File: src/bcce_pkg.sv
// constants and types for the branch/call/clear execution unit
package bcce_pkg;
    // apb register byte offsets
    localparam logic [7:0] OFS_INSTR   = 8'h00;
    localparam logic [7:0] OFS_PC      = 8'h04;
    localparam logic [7:0] OFS_STATUS  = 8'h08;
    localparam logic [7:0] OFS_WREG    = 8'h0c;
    localparam logic [7:0] OFS_BANK    = 8'h10;
    localparam logic [7:0] OFS_SHADOW  = 8'h14;
    localparam logic [7:0] OFS_RET_TOP = 8'h18;
    localparam logic [7:0] OFS_FLAGS   = 8'h1c;

    // status register fields
    localparam int ST_Z_BIT  = 2;
    localparam int ST_OV_BIT = 3;
    // flags register fields
    localparam int FL_BUSY_BIT  = 0;
    localparam int FL_TMO_BIT   = 1;
    localparam int FL_PWRDN_BIT = 2;
    localparam int FL_WAIT2_BIT = 3;
    localparam int FL_EXTERR_BIT = 4;
    // shadow register field positions
    localparam int SH_STATUS_LSB = 8;
    localparam int SH_BANK_LSB   = 16;
    // access bank: low half of bank 0, high half of the top bank
    localparam int ACC_SPLIT_BIT = 7;
    localparam logic [3:0] ACC_LO_BANK = 4'h0;
    localparam logic [3:0] ACC_HI_BANK = 4'hf;

    // reset values
    localparam logic [20:0] PC_RST     = 21'h000000;
    localparam logic [4:0]  STATUS_RST = 5'h00;
    localparam logic [7:0]  WREG_RST   = 8'h00;
    localparam logic [3:0]  BANK_RST   = 4'h0;
    localparam logic        TMO_RST    = 1'b1;
    localparam logic        PWRDN_RST  = 1'b1;

    // opcodes
    localparam logic [7:0]  OPC_BR_OVF  = 8'he4;
    localparam logic [7:0]  OPC_BR_ZERO = 8'he0;
    localparam logic [6:0]  OPC_CALL   = 7'h76;
    localparam logic [3:0]  OPC_CALL2  = 4'hf;
    localparam logic [6:0]  OPC_CLR_REG = 7'h35;
    localparam logic [15:0] OPC_WDTCLR = 16'h0004;

    // timing: pclk cycles per quarter phase, index of the last quarter in an instruction cycle
    localparam int QTR_CYCLES  = 1;
    localparam logic [1:0] QTR_LAST = 2'h3;
    localparam logic [20:0] PC_STEP1 = 21'h000002;
    localparam logic [20:0] PC_STEP2 = 21'h000004;

    typedef enum logic [1:0] {
        BCCE_IDLE,
        BCCE_WAIT2,
        BCCE_EXEC,
        BCCE_NOP
    } bcce_state_e;
endpackage

File: src/bcce_core.sv
// instruction execution unit for branches, call, register clear and watchdog clear
//
// Summary of operation
// - overflow branch opcode e4,nn jumps only when status overflow bit is set
// - zero branch opcode e0,nn jumps only when status zero bit is set
// - taken branch target is incremented pc plus twice sign-extended offset
// - branch takes one cycle, two when taken with a nop; flags untouched
// - call is two words; second word prefix f carries target bits 19..8
// - call pushes its own address plus four onto the return stack top
// - fast-save bit set copies work, status and bank into shadows
// - call target loads pc bits 20..1, bit 0 stays zero
// - call first cycle reads low byte, pushes, writes pc; second cycle nop
// - clear-register writes zero to data memory and sets zero flag
// - access bit zero selects access bank, one selects bank select register
// - watchdog clear pulses counter reset and sets timeout and powerdown flags
`timescale 1ns/1ps
module bcce_core
    import bcce_pkg::*;
(
    input  wire logic        pclk,
    input  wire logic        presetn,
    input  wire logic        psel,
    input  wire logic        penable,
    input  wire logic        pwrite,
    input  wire logic [7:0]  paddr,
    input  wire logic [31:0] pwdata,
    output logic      [31:0] prdata,
    output logic             pready,
    output logic             pslverr,
    output logic             dm_we,
    output logic      [11:0] dm_addr,
    output logic      [7:0]  dm_wdata,
    output logic             wdt_clr,
    output logic      [1:0]  q_phase,
    output logic             exec_busy
);

    bcce_state_e st_q, st_d;
    logic [1:0]  qph_q, qph_d;
    logic [15:0] ir_q, ir_d;
    logic [15:0] ir2_q, ir2_d;
    logic [7:0]  opnd_q, opnd_d;
    logic [20:0] pc_q, pc_d;
    logic [20:0] ret_top_q, ret_top_d;
    logic [4:0]  status_q, status_d;
    logic [7:0]  wreg_q, wreg_d;
    logic [3:0]  bank_q, bank_d;
    logic [7:0]  wreg_s_q, wreg_s_d;
    logic [4:0]  status_s_q, status_s_d;
    logic [3:0]  bank_s_q, bank_s_d;
    logic        tmo_q, tmo_d;
    logic        pwrdn_q, pwrdn_d;
    logic        taken_q, taken_d;
    logic        exterr_q, exterr_d;
    logic [31:0] prdata_q, prdata_d;
    logic        pready_q, pready_d;
    logic        pslverr_q, pslverr_d;
    logic        dm_we_q, dm_we_d;
    logic [11:0] dm_addr_q, dm_addr_d;
    logic        wdt_clr_q, wdt_clr_d;
    logic [7:0]  dm_wdata_q, dm_wdata_d;
    logic        busy_q, busy_d;

    logic        is_br_ovf;
    logic        is_br_zero;
    logic        is_call;
    logic        is_clr_reg;
    logic        is_wdtclr;
    logic        access;
    logic        bus_ok;
    logic [20:0] br_ofs;
    logic [3:0]  clr_bank;

    // decode happens on the held word, so it is ready in the first quarter
    assign is_br_ovf  = (ir_q[15:8] == OPC_BR_OVF);
    assign is_br_zero = (ir_q[15:8] == OPC_BR_ZERO);
    assign is_call    = (ir_q[15:9] == OPC_CALL);
    assign is_clr_reg = (ir_q[15:9] == OPC_CLR_REG);
    assign is_wdtclr = (ir_q == OPC_WDTCLR);
    assign br_ofs    = {{12{opnd_q[7]}}, opnd_q, 1'b0};
    assign clr_bank  = ir_q[8] ? bank_q
                     : (ir_q[ACC_SPLIT_BIT] ? ACC_HI_BANK : ACC_LO_BANK);
    // pready is registered: the blocking term keeps one request from being taken twice
    assign access    = psel && penable && !pready_q;
    // accesses wait out a running instruction, so software never races it
    assign bus_ok    = (st_q == BCCE_IDLE) || (st_q == BCCE_WAIT2);

    always_comb
    begin
        st_d       = st_q;
        qph_d      = qph_q;
        ir_d       = ir_q;
        ir2_d      = ir2_q;
        opnd_d     = opnd_q;
        pc_d       = pc_q;
        ret_top_d  = ret_top_q;
        status_d   = status_q;
        wreg_d     = wreg_q;
        bank_d     = bank_q;
        wreg_s_d   = wreg_s_q;
        status_s_d = status_s_q;
        bank_s_d   = bank_s_q;
        tmo_d      = tmo_q;
        pwrdn_d    = pwrdn_q;
        taken_d    = taken_q;
        exterr_d   = exterr_q;
        prdata_d   = prdata_q;
        pready_d   = 1'b0;
        pslverr_d  = 1'b0;
        dm_we_d    = 1'b0;
        dm_addr_d  = dm_addr_q;
        wdt_clr_d  = 1'b0;
        dm_wdata_d = 8'h00;
        case (st_q)
            BCCE_EXEC:
            begin
                qph_d = qph_q + 2'h1;
                case (qph_q)
                    2'h0:
                    begin
                        // step first, so the branch target and the pushed return address build on the incremented pc
                        taken_d = 1'b0;
                        pc_d    = pc_q + (is_call ? PC_STEP2 : PC_STEP1);
                    end
                    2'h1:
                    begin
                        opnd_d = ir_q[7:0];
                    end
                    2'h2:
                    begin
                        taken_d = (is_br_ovf && status_q[ST_OV_BIT])
                               || (is_br_zero && status_q[ST_Z_BIT]);
                        if (is_call)
                        begin
                            // pc already holds the call address plus four here
                            ret_top_d = pc_q;
                            if (ir_q[8])
                            begin
                                wreg_s_d   = wreg_q;
                                status_s_d = status_q;
                                bank_s_d   = bank_q;
                            end
                        end
                    end
                    default:
                    begin
                        // last quarter: every result lands on the same edge
                        if (taken_q)
                            pc_d = pc_q + br_ofs;
                        if (is_call)
                            pc_d = {ir2_q[11:0], opnd_q, 1'b0};
                        if (is_clr_reg)
                        begin
                            dm_we_d            = 1'b1;
                            dm_addr_d          = {clr_bank, ir_q[7:0]};
                            status_d[ST_Z_BIT] = 1'b1;
                        end
                        if (is_wdtclr)
                        begin
                            wdt_clr_d = 1'b1;
                            tmo_d     = 1'b1;
                            pwrdn_d   = 1'b1;
                        end
                        // flags stay as they were for branches and call
                        st_d = (taken_q || is_call) ? BCCE_NOP : BCCE_IDLE;
                    end
                endcase
            end
            BCCE_NOP:
            begin
                // dead cycle of a taken branch or call: only the quarters move
                qph_d = qph_q + 2'h1;
                if (qph_q == QTR_LAST)
                    st_d = BCCE_IDLE;
            end
            default:
            begin
                if (access && bus_ok)
                begin
                    pready_d = 1'b1;
                    prdata_d = 32'h00000000;
                    case (paddr)
                        OFS_INSTR:
                        begin
                            prdata_d = {16'h0000, ir_q};
                            if (pwrite && st_q == BCCE_WAIT2)
                            begin
                                // a bad second word abandons the call
                                if (pwdata[15:12] == OPC_CALL2)
                                begin
                                    ir2_d = pwdata[15:0];
                                    qph_d = 2'h0;
                                    st_d  = BCCE_EXEC;
                                end
                                else
                                begin
                                    exterr_d = 1'b1;
                                    st_d     = BCCE_IDLE;
                                end
                            end
                            else if (pwrite)
                            begin
                                ir_d  = pwdata[15:0];
                                qph_d = 2'h0;
                                st_d  = (pwdata[15:9] == OPC_CALL) ? BCCE_WAIT2
                                                                   : BCCE_EXEC;
                            end
                        end
                        OFS_PC:
                        begin
                            prdata_d = {11'h000, pc_q};
                            // bit 0 forced low to keep word alignment
                            if (pwrite)
                                pc_d = {pwdata[20:1], 1'b0};
                        end
                        OFS_STATUS:
                        begin
                            prdata_d = {27'h0000000, status_q};
                            if (pwrite)
                                status_d = pwdata[4:0];
                        end
                        OFS_WREG:
                        begin
                            prdata_d = {24'h000000, wreg_q};
                            if (pwrite)
                                wreg_d = pwdata[7:0];
                        end
                        OFS_BANK:
                        begin
                            prdata_d = {28'h0000000, bank_q};
                            if (pwrite)
                                bank_d = pwdata[3:0];
                        end
                        // shadows are read only; a write is answered and dropped
                        OFS_SHADOW:
                        begin
                            prdata_d[7:0]                          = wreg_s_q;
                            prdata_d[SH_STATUS_LSB +: 5]           = status_s_q;
                            prdata_d[SH_BANK_LSB +: 4]             = bank_s_q;
                        end
                        OFS_RET_TOP:
                        begin
                            prdata_d = {11'h000, ret_top_q};
                        end
                        OFS_FLAGS:
                        begin
                            prdata_d[FL_BUSY_BIT]   = busy_q;
                            prdata_d[FL_TMO_BIT]    = tmo_q;
                            prdata_d[FL_PWRDN_BIT]  = pwrdn_q;
                            prdata_d[FL_WAIT2_BIT]  = (st_q == BCCE_WAIT2);
                            prdata_d[FL_EXTERR_BIT] = exterr_q;
                            if (pwrite)
                            begin
                                // timeout/powerdown stand in for the outside sources
                                tmo_d   = pwdata[FL_TMO_BIT];
                                pwrdn_d = pwdata[FL_PWRDN_BIT];
                                if (pwdata[FL_EXTERR_BIT])
                                    exterr_d = 1'b0;
                            end
                        end
                        default:
                        begin
                            pslverr_d = 1'b1;
                        end
                    endcase
                end
            end
        endcase
        // from the next state, so busy rises on the edge that takes the word
        busy_d = (st_d == BCCE_EXEC) || (st_d == BCCE_NOP);
    end

    always_ff @(posedge pclk or negedge presetn)
    begin
        if (!presetn)
        begin
            st_q       <= BCCE_IDLE;
            qph_q      <= 2'h0;
            ir_q       <= 16'h0000;
            ir2_q      <= 16'h0000;
            opnd_q     <= 8'h00;
            pc_q       <= PC_RST;
            ret_top_q  <= PC_RST;
            status_q   <= STATUS_RST;
            wreg_q     <= WREG_RST;
            bank_q     <= BANK_RST;
            wreg_s_q   <= WREG_RST;
            status_s_q <= STATUS_RST;
            bank_s_q   <= BANK_RST;
            tmo_q      <= TMO_RST;
            pwrdn_q    <= PWRDN_RST;
            taken_q    <= 1'b0;
            exterr_q   <= 1'b0;
            prdata_q   <= 32'h00000000;
            pready_q   <= 1'b0;
            pslverr_q  <= 1'b0;
            dm_we_q    <= 1'b0;
            dm_addr_q  <= 12'h000;
            wdt_clr_q  <= 1'b0;
            dm_wdata_q <= 8'h00;
            busy_q     <= 1'b0;
        end
        else
        begin
            st_q       <= st_d;
            qph_q      <= qph_d;
            ir_q       <= ir_d;
            ir2_q      <= ir2_d;
            opnd_q     <= opnd_d;
            pc_q       <= pc_d;
            ret_top_q  <= ret_top_d;
            status_q   <= status_d;
            wreg_q     <= wreg_d;
            bank_q     <= bank_d;
            wreg_s_q   <= wreg_s_d;
            status_s_q <= status_s_d;
            bank_s_q   <= bank_s_d;
            tmo_q      <= tmo_d;
            pwrdn_q    <= pwrdn_d;
            taken_q    <= taken_d;
            exterr_q   <= exterr_d;
            prdata_q   <= prdata_d;
            pready_q   <= pready_d;
            pslverr_q  <= pslverr_d;
            dm_we_q    <= dm_we_d;
            dm_addr_q  <= dm_addr_d;
            wdt_clr_q  <= wdt_clr_d;
            dm_wdata_q <= dm_wdata_d;
            busy_q     <= busy_d;
        end
    end

    assign prdata    = prdata_q;
    assign pready    = pready_q;
    assign pslverr   = pslverr_q;
    assign dm_we     = dm_we_q;
    assign dm_addr   = dm_addr_q;
    // clearing only ever writes zero; still a flop like every other output
    assign dm_wdata  = dm_wdata_q;
    assign wdt_clr   = wdt_clr_q;
    assign q_phase   = qph_q;
    assign exec_busy = busy_q;

endmodule

File: config.mk
export PLATFORM = sky130hd
export DESIGN_NAME = bcce_core
export DESIGN_NICKNAME = d
export VERILOG_FILES = /design/src/bcce_pkg.sv /design/src/bcce_core.sv
export SDC_FILE = /design/constraint.sdc
export NUM_CORES = 1
export LEC_CHECK = 0
export ABC_AREA = 0
export BUFFER_PORTS_ARGS = -buffer_cell sky130_fd_sc_hd__buf_4
export CAP_MARGIN = 20
export CORE_UTILIZATION = 45
export DETAILED_ROUTE_END_ITERATION = 10
export HOLD_SLACK_MARGIN = 0.06
export PLACE_DENSITY = 0.67
export SYNTH_ARGS = -nofsm -noshare
export SYNTH_HDL_FRONTEND = slang
export SYNTH_SLANG_ARGS = --single-unit
File: constraint.sdc
create_clock -name pclk -period 3.03 [get_ports pclk]
set_clock_uncertainty 0.1 [all_clocks]
set_input_delay 0.1515 -clock pclk [delete_from_list [all_inputs] [get_ports pclk]]
set_output_delay 0.1515 -clock pclk [all_outputs]
set_load 0.02 [all_outputs]
# Yosys cells after proc, flatten, opt, wreduce, memory -nomap -nowiden
# Cells that the tools add are included.
# classes
n_addsub	3
mul	0
n_div	0
order_cmp	0
n_eq_ne	32
shift	0
mux	64
n_bitwise	4
n_reduce_logical	44
# op_table
cell	n
two-way mux 21 bit	5
one-hot mux 21 bit (2 select lines)	2
one-hot mux 5 bit (8 select lines)	1
one-hot mux 8 bit (5 select lines)	1
equality test 8 x 5 -> 1 bit (second input constant)	4
two-way mux 2 bit	15
two-way mux 1 bit	25
adder 21 bit	1
adder 21 x 3 -> 21 bit	1
AND reduction 4 bit	5
AND reduction 6 bit	3
nonzero test 2 bit	9
equality test 16 x 3 -> 1 bit (second input constant)	1
equality test 8 x 4 -> 1 bit (second input constant)	2
equality test 8 bit (second input constant)	2
!= test 2 bit (second input constant)	8
equality test 7 bit (second input constant)	2
equality test 2 bit (second input constant)	6
two-way mux 3 bit	4
one-hot mux 1 bit (2 select lines)	6
one-hot mux 4 bit (3 select lines)	1
AND reduction 5 bit	2
one-hot mux 3 bit (3 select lines)	1
equality test 8 x 3 -> 1 bit (second input constant)	1
21 further kinds	39
# totals
register_bits	169
latchBits	0
ram_bits	0
romBits	0
input_bits	45
output_inout_bits	59
wordCells	172
n_memories	0

# Depth between registers and ports, before layout
# depth
ltp_word	9
ltp_mapped	13
mapped_depth_nobuf	11

# Worst setup path before layout
# No wires, ideal clock.
# synth_path
kind	flip-flop to flip-flop
from	reg ir_q[14]
to	reg pc_q[13]
t_arrival_ns	3.074
slack_ns	-0.271
stages_incl_launch_ff	14
path_buffers	2
path_cell_list	dfrtp_1 nand4b_1 or2_2 buf_2 clkbuf_1 ha_1 inv_1 fa_1 nand3b_1 nor3_1 nand3_1 xnor2_1 o32ai_1 a311o_1
# synth_via
elab_chain_len	5
elab_cells_between_ends	8
# synth_lines
item	line_no	source
start, declared	bcce_core.sv:40	logic [15:0] ir_q, ir_d;
start signal, assigned	bcce_core.sv:307	ir_q <= ir_d;
equality test 7 bit (*)	bcce_core.sv:77	assign is_call = (ir_q[15:9] == OPC_CALL);
two-way mux 3 bit	bcce_core.sv:123	pc_d = pc_q + (is_call ? PC_STEP2 : PC_STEP1);
adder 21 x 3 -> 21 bit	bcce_core.sv:123	
one-hot mux 21 bit (2 select lines)	bcce_core.sv:118	case (qph_q)
one-hot mux 21 bit (2 select lines)	bcce_core.sv:114	case (st_q)
end signal, assigned	bcce_core.sv:310	pc_q <= pc_d;
end, declared	bcce_core.sv:43	logic [20:0] pc_q, pc_d;
# Every way passes the cells marked *; elsewhere a longest branch is shown, timed or not.
# A chain may end at the register's enable or synchronous reset.

# Worst setup path in the final report
# layout_path
from	reg ir_q[11]
to	reg pc_q[13]
# Same word-level chain as after synthesis.

==> reports/summary.txt <==
CP dominant cell by count = nand3b_1
synth-to-layout area growth = 20.7%
root buf cell = clkbuf_16
Antenna Violating Nets Remaining = 0
FILL cells = 1740
top cells by area, synth = dfrtp_1 43%, mux2_2 12%, ha_1 3.5%, a21oi_1 3.4%, nand2_1 3.2%
DR WL/cell = 21.4 um
clock latency on the worst-skew pair = 0.42 ns
Fmax = 344 MHz
Worst Path Max Fanout = 8
vias in the first global route = 7218
Seq/Total Area, Yosys = 0.434
WP data required = 3.23 ns
Max Transition Viols Final = 0
CTS clk-pin slew, worst paths = 0.06 ns
largest net degree at the start of global routing = 69
Die Wd = 143 um
clock sink count = 156
Num CTS Buffers = 17
die area = 20500 um2
CP cell instances = nand3b_1, or2_4, ha_1, inv_1, fa_1, nand3b_1, nor3_2, buf_4, nand3_1, xnor2_1, o32ai_1, a311o_1
Period Utilization, post-route = 0.958
diode count = 0
share of layout cells above drive strength 1 = 0.262
EDFF count, synth = 0
multi-input logic area = 4720 um2
Max-cap violations = 0
Critical-path top delay cell = dfrtp_1
drt pass-1 iters = 7
Nets = 1079
DRT iter0 DRCs = 833
DR vias = 7763
maximum vdd drop = 0.380 mV
post-route setup TNS = 0 ns
first-pass GRT wire length = 42000 um
boundary pin count = 104
number of remaining DRC errors = 0
critical path startpoint category = register
total detailed-routing wirelength = 27500 um
Bufs on Longest Clock Path = 2
share of the synthesized area in the top cell type = 0.429
status = complete, no violations
hpwl dp = 20000 um
Core Area = 19500 um2
Synth Instances = 891
synth warn = 0
post-synthesis cell type with the largest combined area = dfrtp_1
initial antenna violation count = 0
commonest non-fill, non-tap cell in the layout = dfrtp_1
Reg area = 3910 um2
async set or reset register ratio after synthesis = 1.00
most frequent cells in the layout = 154 x dfrtp_1, 123 x buf_4, 98 x mux2_2
crit path DAT = 3.10 ns
Total GRT Usage = 0.274
Pleak = 5.06 nW
pwr dens = 567 nW/um2
Vias per Instance = 6.04
Period minus WS final = 2.90 ns
Mean Syn Cell Area = 10.1 um2
ys flop type = dfrtp_1
Worst Hold Class = in2reg
Initial Util = 0.460
final worst slack = 0.127 ns
Final Setup Violations = 0
Slew HR = 0.454
WS Path Type = reg2reg
CTS tree = yes
Cell Area, Synth = 8990 um2
htree depth = 4
FP Rows = 51
Congestion Overflow GR = 0
final hold violation count = 0
worst-margin pin slew = 0.819 ns
unique cell type count in the Yosys netlist = 73
Routability Congestion = 0.915
IO buf count = 73
pre-CTS WS = 0.161 ns
RSZ-0062 raised after global routing = false
Max stage delay on crit path = 0.42 ns
Yosys reg bits = 156
Die Ht = 143 um
CP Capture Type = register
[registers in the layout, indices dropped and copies added (netlist names), 8 cells and up]
signal,flops
prdata,21
ir2_q,12
pc_q,20
dm_addr,12
wreg_s_q,8
opnd_q,8
ret_top_q,20
wreg_q,8
ir_q,16
[cell type report]
class | count | share of cell area
Clock inverter | 7 | 0.0127
Multi-Input combinational cell | 663 | 0.435
Clock buffer | 25 | 0.0457
Sequential cell | 156 | 0.360
Inverter | 20 | 0.00692
Tap cell | 265 | 0.0306
Timing Repair Buffer | 149 | 0.109
[synthesized netlist by cell type (all sizes together), types with 5 or more instances]
| master | n |
|---|---|
| a211oi | 5 |
| a21o | 6 |
| a21oi | 61 |
| a221o | 5 |
| a221oi | 10 |
| a222oi | 8 |
| a22o | 11 |
| a22oi | 19 |
| a31oi | 14 |
| and3 | 12 |
| buf | 41 |
| clkbuf | 29 |
| dfrtp | 154 |
| ha | 25 |
| inv | 20 |
| mux2 | 98 |
| mux2i | 11 |
| nand2 | 79 |
| nand2b | 7 |
| nand3 | 16 |
| nand3b | 5 |
| nand4 | 13 |
| nor2 | 49 |
| nor2b | 7 |
| nor3 | 21 |
| nor4 | 9 |
| o2111ai | 5 |
| o211ai | 8 |
| o21a | 6 |
| o21ai | 44 |
| o31ai | 6 |
| or3 | 10 |
| or4 | 6 |
| xnor2 | 16 |
| xor2 | 6 |
[final timing paths]
kind | to | slack (ns) | start | cells past startpoint
setup / recovery | pc_q[13] | 0.13 | ir_q[11] | 12
setup reg to reg | pc_q[13] | 0.13 | ir_q[11] | 12
hold / removal | pc_q[17] | 0.08 | pwdata[17] | 4
max in group asynchronous | ir2_q[3] | 1.73 | presetn | 3
hold reg to reg | dm_addr[9] | 0.38 | dm_addr[9] | 2
min in group asynchronous | prdata[17] | 0.19 | presetn | 2
[critical path, delay by kind of cell, from the launching register on]
kind                       cells  cell delay [ns]
DFF                            1             0.42
and+or+nand+nor                5             0.86
buffers and inverters          2             0.24
xor gates and xnor gates       1             0.17
AOI/OAI and AO/OA              2             0.39
adders and majority gates      2             0.60
[kinds of logic (layout without fill, tap and decap cells)]
kind of cell | Yosys count | in the layout | synth area share
simple gates | 254 | 254 | 0.146
compound gates | 232 | 232 | 0.173
flops | 156 | 156 | 0.434
mux | 109 | 109 | 0.135
buf+inv | 90 | 201 | 0.0500
fa+ha+maj | 27 | 27 | 0.0392
xor+xnor | 22 | 22 | 0.0214
other cells | 1 | 19 | 0.000417
[repair_timing]
item | in CTS | in global routing
buffers inserted | 0 | 2
gates resized for setup | 0 | 1
endpoints found under the setup margin | 0 | 2
hold endpoints to repair | 129 | 0
hold buffers | 25 | 0
[report_power, final]
part	internal (mW)	switching, mW
combinational	0.550	0.884
clock	1.47	0.841
sequential	2.19	0.216
total	4.21	1.94
[metal layers]
layer	track usage	vias to the layer above	share of wire
met5	0	-	0
met4	0.104	0	0.027
met3	0.0573	53	0.082
met2	0.409	380	0.45
met1	0.390	3807	0.45
li1	-	3523	-
[per-stage QoR]
stage	hold slack [ns]	utilization	instance area, um2	instances	total power [mW]
final	0.0781	0.556	10900	1285	6.15
after CTS	0.0641	0.555	10800	1283	6.13
after global placement	0.0863	0.509	9950	1226	3.80
after detailed placement	0.0834	0.509	9950	1226	3.81
after floorplan	-0.244	-	9080	909	3.25
after global routing	0.111	0.556	10900	1285	6.39
Power figures use the tool's default switching activity.
